--- src/logic/pat_pkg.sv ---
// constants shared by the auto-reload pwm timer and its capture channels
package pat_pkg;

	// ===========================================
	// widths and counts
	localparam int ADDR_W = 8;
	localparam int DATA_W = 8;
	localparam int PRESC_W = 7;
	localparam int NUM_PWM = 4;
	localparam int NUM_CAP = 2;
	localparam logic [7:0] CNT_MAX = 8'hFF;
	localparam logic [7:0] RESET_BYTE = 8'h00;

	// ===========================================
	// register offsets
	localparam logic [7:0] OFF_DUTY3 = 8'h73;
	localparam logic [7:0] OFF_DUTY2 = 8'h74;
	localparam logic [7:0] OFF_DUTY1 = 8'h75;
	localparam logic [7:0] OFF_DUTY0 = 8'h76;
	localparam logic [7:0] OFF_PWMCTL = 8'h77;
	localparam logic [7:0] OFF_TCS = 8'h78;
	localparam logic [7:0] OFF_CNT = 8'h79;
	localparam logic [7:0] OFF_RELOAD = 8'h7A;
	localparam logic [7:0] OFF_CCS = 8'h7B;
	localparam logic [7:0] OFF_CAP1 = 8'h7C;
	localparam logic [7:0] OFF_CAP2 = 8'h7D;

	// ===========================================
	// timer_control_status fields
	localparam int EXT_SEL_BIT = 7;
	localparam int DIV_LSB = 4;
	localparam int EN_BIT = 3;
	localparam int FRC_BIT = 2;
	localparam int OIE_BIT = 1;
	localparam int OVF_BIT = 0;

	// ===========================================
	// pwm_output_control and capture_control_status fields
	localparam int OE_LSB = 4;
	localparam int POL_LSB = 0;
	localparam int CS_LSB = 4;
	localparam int CIE_LSB = 2;
	localparam int CF_LSB = 0;

endpackage

--- src/logic/pat_cap_if.sv ---
// link between the timer core and one capture channel
`timescale 1ns/10ps
interface pat_cap_if;
	logic [7:0] count;
	logic rise_sel;
	logic rd_clr;
	logic flag;
	logic [7:0] data;
	modport timer (output count, output rise_sel, output rd_clr, input flag, input data);
	modport channel (input count, input rise_sel, input rd_clr, output flag, output data);
endinterface

--- src/logic/pat_capture.sv ---
// one input capture channel: pin synchroniser, edge select, flag and held value
`timescale 1ns/10ps
module pat_capture (
	// clock and reset
	input wire logic clock,
	input wire logic reset_n,
	// capture pin
	input wire logic cap_pin,
	// timer side
	pat_cap_if.channel cif
);
	import pat_pkg::*;

	typedef struct packed {
		logic [2:0] sync;
		logic flag;
		logic [7:0] data;
	} pat_cap_state_t;

	pat_cap_state_t st_ff;
	pat_cap_state_t nxt_st;
	logic edge_seen;
	logic take;

	// ===========================================
	// capture logic
	always_comb begin
		nxt_st = st_ff;
		// sync[0] feeds only sync[1]; sync[2] holds the previous level
		nxt_st.sync = {st_ff.sync[1:0], cap_pin};
		edge_seen = cif.rise_sel ? (st_ff.sync[1] & ~st_ff.sync[2])
			: (~st_ff.sync[1] & st_ff.sync[2]);
		// a pending value is not overwritten until software reads it
		take = edge_seen & (~st_ff.flag | cif.rd_clr);
		if (cif.rd_clr) begin
			nxt_st.flag = 1'b0;
		end
		// a capture in the read cycle sets the flag again
		if (take) begin
			nxt_st.flag = 1'b1;
			nxt_st.data = cif.count;
		end
	end

	always_ff @(posedge clock or negedge reset_n) begin
		if (!reset_n) begin
			st_ff <= '0;
		end else begin
			st_ff <= nxt_st;
		end
	end

	assign cif.flag = st_ff.flag;
	assign cif.data = st_ff.data;

	// ===========================================
	// checks
	a_cap_hold: assert property (@(posedge clock) disable iff (!reset_n)
		st_ff.flag && !cif.rd_clr |=> $stable(st_ff.data))
		else $error("capture value changed while pending");
	a_cap_take: assert property (@(posedge clock) disable iff (!reset_n)
		!st_ff.flag && cif.rise_sel && st_ff.sync[1] && !st_ff.sync[2]
		|=> st_ff.flag && st_ff.data == $past(cif.count))
		else $error("rising edge not captured");
	a_cap_clear: assert property (@(posedge clock) disable iff (!reset_n)
		cif.rd_clr && !edge_seen |=> !st_ff.flag)
		else $error("capture flag not cleared by read");
endmodule

--- src/logic/pat_timer.sv ---
// 8-bit auto-reload timer with four pwm channels and two input captures
//
// Behaviour
// - prescaler input is the cpu clock, or the external clock when selected.
// - counter rate is prescaler input divided by two to the divide field.
// - with counting disabled prescaler and counter stay frozen.
// - force reload copies reload value to counter, clears prescaler, reads zero.
// - overflow interrupt asserted only while its enable and the flag are set.
// - overflow flag set on wrap past FFh, cleared by reading control/status.
// - counter register reads the live count; writes load it at once.
// - on overflow the counter takes the reload value; pwm levels switch.
// - each output enable connects its pwm channel to its pin.
// - pwm is high while count at or below compare; polarity inverts.
// - a polarity change inverts the pwm output immediately.
// - duty register sets the second edge; reload value sets the first.
// - top two capture control/status bits read zero.
// - edge select 0 captures on falling edge, 1 on rising edge.
// - each capture interrupt asserted only while its enable is set.
// - capture flag set on capture, cleared by reading that capture register.
// - capture register holds the count at the capture; writes ignored.
// - reset clears every register to 00h.
// - counter increments once per prescaler output tick while enabled.
// - hidden compare values reload from duty registers at each overflow.
// - further captures are blocked until the capture register is read.
`timescale 1ns/10ps
module pat_timer (
	// clock and reset
	input wire logic clock,
	input wire logic reset_n,
	// register port
	input wire logic [pat_pkg::ADDR_W-1:0] reg_addr,
	input wire logic [pat_pkg::DATA_W-1:0] reg_wdata,
	input wire logic reg_wr,
	input wire logic reg_rd,
	output logic [pat_pkg::DATA_W-1:0] reg_rdata,
	// external event clock and capture pins
	input wire logic ext_clock_in,
	input wire logic [pat_pkg::NUM_CAP-1:0] capture_input_pin,
	// pwm pins
	output logic [pat_pkg::NUM_PWM-1:0] pwm_output_pin,
	output logic [pat_pkg::NUM_PWM-1:0] pwm_output_oe,
	// interrupt requests
	output logic overflow_irq,
	output logic [pat_pkg::NUM_CAP-1:0] capture_irq
);
	import pat_pkg::*;

	typedef struct packed {
		logic [7:0] rdata;
		logic ext_clock_select;
		logic [2:0] clock_divide_sel;
		logic counter_enable;
		logic overflow_irq_enable;
		logic overflow_flag;
		logic [7:0] cnt;
		logic [PRESC_W-1:0] presc;
		logic [7:0] reload_data;
		logic [NUM_PWM-1:0][7:0] duty_data;
		logic [NUM_PWM-1:0][7:0] compare;
		logic [NUM_PWM-1:0] oe;
		logic [NUM_PWM-1:0] pwm_polarity;
		logic [NUM_CAP-1:0] cap_edge;
		logic [NUM_CAP-1:0] capture_irq_enable;
		logic [2:0] ext_sync;
		logic [NUM_PWM-1:0] pin;
		logic [NUM_PWM-1:0] pin_oe;
		logic ovf_irq;
		logic [NUM_CAP-1:0] cap_irq;
	} pat_state_t;

	// duty register i sits at this offset
	localparam logic [NUM_PWM-1:0][7:0] OFF_DUTY = {OFF_DUTY3, OFF_DUTY2, OFF_DUTY1, OFF_DUTY0};
	localparam logic [NUM_CAP-1:0][7:0] OFF_CAP = {OFF_CAP2, OFF_CAP1};

	pat_state_t st_ff;
	pat_state_t nxt_st;
	logic in_tick;
	logic [PRESC_W-1:0] tap_mask;
	logic cnt_tick;
	logic ovf_evt;
	logic cnt_load;
	logic tcs_rd;
	logic [NUM_PWM-1:0] level;
	logic [NUM_CAP-1:0] cap_flag;
	logic [NUM_CAP-1:0][7:0] cap_data;

	// ===========================================
	// capture channels
	for (genvar i = 0; i < NUM_CAP; i++) begin : g_cap
		pat_cap_if cif();
		assign cif.count = st_ff.cnt;
		assign cif.rise_sel = st_ff.cap_edge[i];
		assign cif.rd_clr = reg_rd && (reg_addr == OFF_CAP[i]);
		assign cap_flag[i] = cif.flag;
		assign cap_data[i] = cif.data;
		pat_capture u_cap (
			.clock(clock),
			.reset_n(reset_n),
			.cap_pin(capture_input_pin[i]),
			.cif(cif)
		);
	end

	// ===========================================
	// counter, prescaler, registers
	always_comb begin
		nxt_st = st_ff;
		// the event clock is oversampled, so it must run well below the cpu clock
		nxt_st.ext_sync = {st_ff.ext_sync[1:0], ext_clock_in};
		in_tick = st_ff.ext_clock_select ?
			(st_ff.ext_sync[1] & ~st_ff.ext_sync[2]) : 1'b1;
		tap_mask = ~(7'h7F << st_ff.clock_divide_sel);
		cnt_tick = st_ff.counter_enable & in_tick
			& ((st_ff.presc & tap_mask) == tap_mask);
		ovf_evt = cnt_tick & (st_ff.cnt == CNT_MAX);
		cnt_load = reg_wr && ((reg_addr == OFF_CNT)
			|| ((reg_addr == OFF_TCS) && reg_wdata[FRC_BIT]));
		tcs_rd = reg_rd && (reg_addr == OFF_TCS);

		if (st_ff.counter_enable && in_tick) begin
			nxt_st.presc = st_ff.presc + 7'h01;
		end
		if (cnt_tick) begin
			nxt_st.cnt = ovf_evt ? st_ff.reload_data : st_ff.cnt + 8'h01;
		end
		if (ovf_evt) begin
			nxt_st.compare = st_ff.duty_data;
		end

		// a read of the status clears the flag, but a wrap in the same cycle wins
		if (tcs_rd) begin
			nxt_st.overflow_flag = 1'b0;
		end
		if (ovf_evt) begin
			nxt_st.overflow_flag = 1'b1;
		end

		// software writes take priority over the count
		if (reg_wr) begin
			case (reg_addr)
				OFF_TCS: begin
					nxt_st.ext_clock_select = reg_wdata[EXT_SEL_BIT];
					nxt_st.clock_divide_sel = reg_wdata[DIV_LSB+:3];
					nxt_st.counter_enable = reg_wdata[EN_BIT];
					nxt_st.overflow_irq_enable = reg_wdata[OIE_BIT];
					if (reg_wdata[FRC_BIT]) begin
						nxt_st.cnt = st_ff.reload_data;
						nxt_st.presc = '0;
					end
				end
				OFF_CNT: begin
					nxt_st.cnt = reg_wdata;
					nxt_st.presc = '0;
				end
				OFF_RELOAD: begin
					nxt_st.reload_data = reg_wdata;
				end
				OFF_PWMCTL: begin
					nxt_st.oe = reg_wdata[OE_LSB+:NUM_PWM];
					nxt_st.pwm_polarity = reg_wdata[POL_LSB+:NUM_PWM];
				end
				OFF_CCS: begin
					nxt_st.cap_edge = reg_wdata[CS_LSB+:NUM_CAP];
					nxt_st.capture_irq_enable = reg_wdata[CIE_LSB+:NUM_CAP];
				end
				default: begin
				end
			endcase
			for (int i = 0; i < NUM_PWM; i++) begin
				if (reg_addr == OFF_DUTY[i]) begin
					nxt_st.duty_data[i] = reg_wdata;
				end
			end
		end

		// read data stand in the cycle after the strobe, zero otherwise
		nxt_st.rdata = RESET_BYTE;
		if (reg_rd) begin
			case (reg_addr)
				OFF_TCS: begin
					nxt_st.rdata = {st_ff.ext_clock_select, st_ff.clock_divide_sel,
						st_ff.counter_enable, 1'b0, st_ff.overflow_irq_enable,
						st_ff.overflow_flag};
				end
				OFF_CNT: nxt_st.rdata = st_ff.cnt;
				OFF_RELOAD: nxt_st.rdata = st_ff.reload_data;
				OFF_PWMCTL: nxt_st.rdata = {st_ff.oe, st_ff.pwm_polarity};
				OFF_CCS: begin
					nxt_st.rdata = {2'b00, st_ff.cap_edge, st_ff.capture_irq_enable,
						cap_flag};
				end
				OFF_CAP1: nxt_st.rdata = cap_data[0];
				OFF_CAP2: nxt_st.rdata = cap_data[1];
				default: begin
				end
			endcase
			for (int i = 0; i < NUM_PWM; i++) begin
				if (reg_addr == OFF_DUTY[i]) begin
					nxt_st.rdata = st_ff.duty_data[i];
				end
			end
		end

		// level is a pure function of count, compare and polarity, so the
		// overflow switch and a polarity flip both show at once
		for (int i = 0; i < NUM_PWM; i++) begin
			level[i] = (st_ff.cnt <= st_ff.compare[i]) ^ st_ff.pwm_polarity[i];
		end
		nxt_st.pin = st_ff.oe & level;
		nxt_st.pin_oe = st_ff.oe;
		nxt_st.ovf_irq = st_ff.overflow_irq_enable & st_ff.overflow_flag;
		nxt_st.cap_irq = st_ff.capture_irq_enable & cap_flag;
	end

	always_ff @(posedge clock or negedge reset_n) begin
		if (!reset_n) begin
			st_ff <= '0;
		end else begin
			st_ff <= nxt_st;
		end
	end

	assign reg_rdata = st_ff.rdata;
	assign pwm_output_pin = st_ff.pin;
	assign pwm_output_oe = st_ff.pin_oe;
	assign overflow_irq = st_ff.ovf_irq;
	assign capture_irq = st_ff.cap_irq;

	// ===========================================
	// checks
	a_force_reload: assert property (@(posedge clock) disable iff (!reset_n)
		reg_wr && reg_addr == OFF_TCS && reg_wdata[FRC_BIT]
		|=> st_ff.cnt == $past(st_ff.reload_data) && st_ff.presc == '0)
		else $error("force reload did not load counter");
	a_force_rdzero: assert property (@(posedge clock) disable iff (!reset_n)
		tcs_rd |=> reg_rdata[FRC_BIT] == 1'b0)
		else $error("force reload bit read as one");
	a_ovf_irq: assert property (@(posedge clock) disable iff (!reset_n)
		st_ff.overflow_flag && st_ff.overflow_irq_enable |=> overflow_irq)
		else $error("overflow interrupt missing");
	a_ovf_wrap: assert property (@(posedge clock) disable iff (!reset_n)
		ovf_evt && !cnt_load
		|=> st_ff.cnt == $past(st_ff.reload_data) && st_ff.overflow_flag
		&& st_ff.compare == $past(st_ff.duty_data))
		else $error("overflow did not reload");
	a_ovf_clear: assert property (@(posedge clock) disable iff (!reset_n)
		tcs_rd && !ovf_evt |=> !st_ff.overflow_flag)
		else $error("status read did not clear overflow");
	a_cnt_frozen: assert property (@(posedge clock) disable iff (!reset_n)
		!st_ff.counter_enable && !reg_wr |=> $stable(st_ff.cnt) && $stable(st_ff.presc))
		else $error("counter moved while disabled");
	a_cnt_write: assert property (@(posedge clock) disable iff (!reset_n)
		reg_wr && reg_addr == OFF_CNT ##1 reg_rd && reg_addr == OFF_CNT && !cnt_tick
		|=> reg_rdata == $past(reg_wdata, 2))
		else $error("counter write not seen on read back");
	a_pwm_oe: assert property (@(posedge clock) disable iff (!reset_n)
		reg_wr && reg_addr == OFF_PWMCTL |=> ##1 pwm_output_oe == $past(reg_wdata[7:4], 2))
		else $error("output enable not applied");
	a_ccs_rsvd: assert property (@(posedge clock) disable iff (!reset_n)
		reg_rd && reg_addr == OFF_CCS |=> reg_rdata[7:6] == 2'b00)
		else $error("reserved capture bits not zero");

	// ===========================================
	// clock source and divider checks
	// the cpu clock feeds the prescaler on every cycle unless software intervenes
	a_cpu_clock: assert property (@(posedge clock) disable iff (!reset_n)
		!st_ff.ext_clock_select && st_ff.counter_enable && !reg_wr
		|=> st_ff.presc == $past(st_ff.presc) + 7'h01)
		else $error("prescaler missed a cpu clock");
	// with the event clock selected, nothing moves between synchronised rises
	a_ext_idle: assert property (@(posedge clock) disable iff (!reset_n)
		st_ff.ext_clock_select && !(st_ff.ext_sync[1] && !st_ff.ext_sync[2]) && !reg_wr
		|=> $stable(st_ff.presc) && $stable(st_ff.cnt))
		else $error("counter moved without an event clock edge");
	// a wrap counts as the step: the reload value replaces the count
	a_div0_step: assert property (@(posedge clock) disable iff (!reset_n)
		st_ff.counter_enable && in_tick && !reg_wr && st_ff.clock_divide_sel == 3'h0
		|=> st_ff.cnt == (($past(st_ff.cnt) == CNT_MAX) ? $past(st_ff.reload_data)
		: $past(st_ff.cnt) + 8'h01))
		else $error("counter did not step on an undivided tick");
	// any divide above one needs the lowest prescaler bit set before a step
	a_div_gap: assert property (@(posedge clock) disable iff (!reset_n)
		st_ff.clock_divide_sel != 3'h0 && !st_ff.presc[0] && !reg_wr
		|=> $stable(st_ff.cnt))
		else $error("counter stepped between divider taps");

	// ===========================================
	// overflow flag, interrupt and register checks
	// the request lags the flag by one registered stage
	a_ovf_irq_off: assert property (@(posedge clock) disable iff (!reset_n)
		!(st_ff.overflow_flag && st_ff.overflow_irq_enable) |=> !overflow_irq)
		else $error("overflow interrupt without enable and flag");
	// only a wrap may raise the flag; software cannot write it
	a_ovf_rise: assert property (@(posedge clock) disable iff (!reset_n)
		$rose(st_ff.overflow_flag) |-> $past(ovf_evt))
		else $error("overflow flag rose without a wrap");
	a_flag_nowrite: assert property (@(posedge clock) disable iff (!reset_n)
		reg_wr && reg_addr == OFF_TCS && !ovf_evt
		|=> st_ff.overflow_flag == $past(st_ff.overflow_flag))
		else $error("overflow flag followed a software write");
	a_cnt_read: assert property (@(posedge clock) disable iff (!reset_n)
		reg_rd && reg_addr == OFF_CNT |=> reg_rdata == $past(st_ff.cnt))
		else $error("counter read did not return the live count");
	a_reload_write: assert property (@(posedge clock) disable iff (!reset_n)
		reg_wr && reg_addr == OFF_RELOAD |=> st_ff.reload_data == $past(reg_wdata))
		else $error("reload register write lost");
	a_duty_write: assert property (@(posedge clock) disable iff (!reset_n)
		reg_wr && reg_addr == OFF_DUTY0 |=> st_ff.duty_data[0] == $past(reg_wdata))
		else $error("duty register write lost");
	a_ccs_write: assert property (@(posedge clock) disable iff (!reset_n)
		reg_wr && reg_addr == OFF_CCS
		|=> st_ff.cap_edge == $past(reg_wdata[CS_LSB+:NUM_CAP])
		&& st_ff.capture_irq_enable == $past(reg_wdata[CIE_LSB+:NUM_CAP]))
		else $error("capture control write lost");
	// checked from the second edge in reset, as the first may still see power-up state
	a_reset_clear: assert property (@(posedge clock)
		!reset_n ##1 !reset_n |-> st_ff == '0)
		else $error("state not cleared during reset");

	// ===========================================
	// pwm and capture output checks
	a_oe_follow: assert property (@(posedge clock) disable iff (!reset_n)
		reg_wr && reg_addr == OFF_PWMCTL |=> st_ff.oe == $past(reg_wdata[OE_LSB+:NUM_PWM]))
		else $error("output enable write lost");
	a_pwm_gated: assert property (@(posedge clock) disable iff (!reset_n)
		(pwm_output_pin & ~pwm_output_oe) == '0)
		else $error("disabled pwm channel drives its pin");
	// a zero count is at or below any compare value
	a_pwm_zero: assert property (@(posedge clock) disable iff (!reset_n)
		st_ff.cnt == 8'h00 |=> pwm_output_pin == $past(st_ff.oe & ~st_ff.pwm_polarity))
		else $error("pwm level wrong at zero count");
	// with count, compare and enables still, only the flipped channels may toggle
	a_pol_flip: assert property (@(posedge clock) disable iff (!reset_n)
		$changed(st_ff.pwm_polarity) && $stable(st_ff.cnt) && $stable(st_ff.compare)
		&& $stable(st_ff.oe) |=> pwm_output_pin == ($past(pwm_output_pin)
		^ ($past(st_ff.oe) & ($past(st_ff.pwm_polarity) ^ $past(st_ff.pwm_polarity, 2)))))
		else $error("polarity change not applied at once");
	// the double buffer keeps duty writes from reaching the compare mid-period
	a_cmp_hold: assert property (@(posedge clock) disable iff (!reset_n)
		!ovf_evt |=> $stable(st_ff.compare))
		else $error("compare value changed without an overflow");
	// the request follows flag and enable one cycle late
	a_cap_irq_gate: assert property (@(posedge clock) disable iff (!reset_n)
		(capture_irq & ~($past(st_ff.capture_irq_enable) & $past(cap_flag))) == '0)
		else $error("capture interrupt without enable and flag");
endmodule

--- config.mk ---
export PLATFORM = sky130hd
export DESIGN_NAME = pat_timer
export DESIGN_NICKNAME = d
export VERILOG_FILES = /design/src/logic/pat_pkg.sv /design/src/logic/pat_cap_if.sv /design/src/logic/pat_capture.sv /design/src/logic/pat_timer.sv
export SDC_FILE = /design/constraint.sdc
export NUM_CORES = 1
export LEC_CHECK = 0
export BUFFER_PORTS_ARGS = -buffer_cell sky130_fd_sc_hd__buf_2
export CAP_MARGIN = 20
export CORE_ASPECT_RATIO = 1.25
export CORE_MARGIN = 2
export CORE_UTILIZATION = 54
export DETAILED_ROUTE_END_ITERATION = 6
export MAX_ROUTING_LAYER = met4
export PLACE_DENSITY = 0.79
export SYNTH_ARGS = -nofsm -noshare
export SYNTH_HDL_FRONTEND = slang
export SYNTH_SLANG_ARGS = --single-unit
--- constraint.sdc ---
create_clock -name clock -period 2.3 [get_ports clock]
set_input_delay 0.23 -clock clock [delete_from_list [all_inputs] [get_ports clock]]
set_output_delay 0.23 -clock clock [all_outputs]
set_load 0.02 [all_outputs]
==> impl_metrics.json <==
{
  "cts_buffers": 17,
  "via_count": 5991,
  "synth_nets": 767,
  "synth-seq-area-share_pct": 47.04,
  "layout.nets": 820,
  "antenna_found_initial": 0,
  "timing.rr.end": "st_ff[39]$_DFFE_PN0P_",
  "synth_compound_area_share_pct": 11.43,
  "cap_viol_max_count": 0,
  "max-slew-margin-rel_pct": 44.41,
  "grt_max_degree": 65,
  "io_buffers": 41,
  "worstHoldEndpoint": "g_cap[0].cif.count[0]$_DFF_PN0_",
  "muxShareOfSynthArea_pct": 17.59,
  "finalNonFillerCells": 958,
  "p_sw_share_pct": 31.70,
  "route.detailed.drc": 0,
  "crit_required_ns": 2.60,
  "tritoncts": "yes",
  "antenna_cells": 0,
  "synth_top_family_by_area": "multiplexers",
  "postLayoutCoreUtil_pct": 61.68,
  "rsz0062_at_grt": "no",
  "grt_pass1_wl_um": 35480,
  "dp.cells": 919,
  "dieArea_sq_um": 15980,
  "synthCells": 710,
  "route.antenna.remaining_nets": 0,
  "synthSimpleGateAreaFrac_pct": 12.27,
  "pre_cts_slack_ns": -0.1077,
  "start_kind": "flop",
  "die_h_um": 140.8,
  "p_comb_share_pct": 22.3,
  "row_count": 50,
  "drtIter0Drc": 380,
  "hold_start": "reg_wdata[0]",
  "htree_levels": 4,
  "area_growth_pct": 13.09,
  "maxSlewViolCount": 0,
  "cts.sinks": 152,
  "overflow": 0,
  "grt_pass1_vias": 6381,
  "cts.path.max_buffers": 2,
  "timing.final.hold_violations": 0,
  "endpoint_kind": "flop",
  "synthArstFlopShare_pct": 100.0,
  "ys_warn_count": 0,
  "seqPwrFrac_pct": 41.0,
  "r2r_start": "g_cap[0].cif.count[0]$_DFF_PN0_",
  "gp_congestion": 0.9363,
  "worst-setup-path-type": "reg2reg",
  "clkTransAtPathRegs_ns": 0.06,
  "fin_crit_sh_pct": 92.88,
  "cellInternalPower_uw": 5221,
  "cp_data_arrival_time_ns": 2.44,
  "setup-violations-final": 0,
  "worst_pin_slew_ns": 0.8263,
  "vdd_ir_drop_max_mv": 0.5541,
  "worst_slack_ns": 0.1637,
  "clockPowerShare_pct": 36.7,
  "via_per_inst": 6.254,
  "finalWirelength_um": 22430,
  "clk_latency_ns": 0.42,
  "drive_gt1_share_pct": 32.09,
  "p_total_uw": 7644,
  "dr.pass1.iters": 5,
  "worstHoldPathCells": 3,
  "yosysUniqueCellTypes": 68,
  "p_switching_uw": 2423,
  "status": "finished clean",
  "worst_clock_skew_ns": 0.008786,
  "syn_area_sq_um": 8087,
  "initial_core_util_pct": 54.54,
  "power.leakage_uw": 0.004280,
  "finalCriticalPeriod_ns": 2.136,
  "place_hpwl_um": 16300,
  "synth-edff-count": 0,
  "tns_ns": 0,
  "die_x_um": 113.5,
  "syn_area_per_cell_sq_um": 11.39,
  "ys_seq_elements": 152,
  "crit_fanout": 32,
  "post_drt_wl_per_cell_um": 23.41,
  "synth_adder_area_share_pct": 5.261,
  "track_usage_pct": 30.27,
  "synth-xor-area-share_pct": 0.6499,
  "coreArea_sq_um": 14830,
  "synth_ff_type": "dfrtp_1",
  "worstHoldPathType": "in2reg",
  "fmax_mhz": 468.1,
  "r2r_slack_ns": 0.16,
  "io_pins": 42,
  "cellPowerDensity_nw_per_um2": 835.9,
  "root_buffer": "clkbuf_16",
  "rr_worst_depth": 7
}
-- power by group through the flow --
stage	combinational, uW	sequential [uW]	clock [uW]
floorplan	1010	3080	0
finish	1700	3140	2800
detailed placement	1610	3180	0
global placement	1520	3160	0
global route	1860	3160	2950
CTS	1630	3130	2820
-- layout by cell type (no fill, tap or decap), types with 4 or more instances in the layout --
cell and count:
nand2_1 44, nor2b_1 13, nand3_1 21, and2_1 4
a22oi_1 8, ha_1 34, o21ai_2 4, clkbuf_16 17
a21o_1 5, a221oi_1 5, o211ai_1 4, nor2_1 28
or3_1 5, nor3_1 8, buf_4 36, dlygate4sd3_1 4
a22o_1 10, clkinvlp_4 4, clkinv_4 4, mux2i_1 15
o21ai_0 28, o21a_1 11, dfrtp_1 151, a21oi_1 31
mux2_2 107, inv_1 33, nand4_1 9, buf_2 40
nand2b_1 9
-- cell families after synthesis --
group	count (synthesis)
AOI/OAI and AO/OA	136
xor gates and xnor gates	6
adders and majority gates	34
and+or+nand+nor	174
DFF	152
muxes	125
buffers and inverters	83
-- final cells by class --
class	count	area [sq um]
fillers	1163	5682
multi-input cells	475	3824
flip-flops and latches	152	3805
repair buffers	83	561.8
clock buffers	18	429.2
well taps	182	227.7
clock inverters	14	166.4
inverters	34	131.4
-- flip-flops by register name, summed over array words and instances (netlist names), 4 cells and up --
signal                cells
pwm_output_pin            4
st_ff                    93
nxt_st                    6
g_cap.u_cap.nxt_st        4
g_cap.u_cap.cif.data     16
reg_rdata                 8
pwm_output_oe             4
g_cap.cif.count           8
-- how the worst max path moves through the flow --
stage	from	endpoint	depth (start not counted)
after floorplan	g_cap[0].cif.count[1]$_DFF_PN0_	st_ff[26]$_DFFE_PN0P_	6
after global placement	g_cap[0].cif.count[0]$_DFF_PN0_	pwm_output_pin[2]$_DFF_PN0_	8
after detailed placement	g_cap[0].cif.count[0]$_DFF_PN0_	pwm_output_pin[2]$_DFF_PN0_	8
after CTS	g_cap[0].cif.count[0]$_DFF_PN0_	pwm_output_pin[3]$_DFF_PN0_	8
after global routing	g_cap[0].cif.count[1]$_DFF_PN0_	pwm_output_pin[2]$_DFF_PN0_	8
final	g_cap[0].cif.count[0]$_DFF_PN0_	st_ff[39]$_DFFE_PN0P_	7
-- critical path, cell delays in order, from the launching register on --
cell	delay [ns]
dfrtp_2	0.41
buf_4	0.13
ha_1	0.23
nand3_1	0.11
nand2b_1	0.35
nor2_4	0.19
buf_12	0.22
mux2_2	0.37
-- synthesized netlist by cell type, types with 6 or more instances --
library cell	number	area (sq um)
dfrtp_1	152	3804
mux2_2	107	1205
nand2_1	44	165.2
ha_1	34	425.4
inv_1	34	127.6
a21oi_1	31	155.2
nor2_1	28	105.1
o21ai_0	28	140.1
buf_4	26	195.2
nand3_1	21	105.1
mux2i_1	15	150.1
buf_2	13	65.06
nor2b_1	13	81.33
o21a_1	11	82.58
a22o_1	10	87.58
nand2b_1	9	56.30
nand4_1	9	56.30
a22oi_1	8	60.06
nor3_1	8	40.04
a221oi_1	6	52.55
-- routing by layer --
layer  wire length [um]  up-vias  GRT usage [%]
met5                  0        -              -
met4               1129        0          14.76
met3                931       59          4.772
met2              11710      221          51.91
met1               8657     3050          34.51
li1                   -     2661              -
-- metrics by stage --
| step | cell area [sq um] | hold WS (ns) |
|---|---|---|
| 5_1_grt | 9145 | 0.1950 |
| 3_3_place_gp | 8476 | 0.2311 |
| 4_1_cts | 9117 | 0.1675 |
| 3_5_place_dp | 8476 | 0.2474 |
| 2_1_floorplan | 8087 | -0.06559 |
| 6_report | 9145 | 0.1743 |
-- timing repair --
action / CTS / global route
endpoints found under the setup margin: 1 / 2
resized for setup: 1 / 2
pin swaps: 0 / 1
buffers inserted: 0 / 3
endpoints found under the hold margin: 60 / 0
hold buffers: 4 / 0
Note: power is estimated with default switching activity, not from simulation.
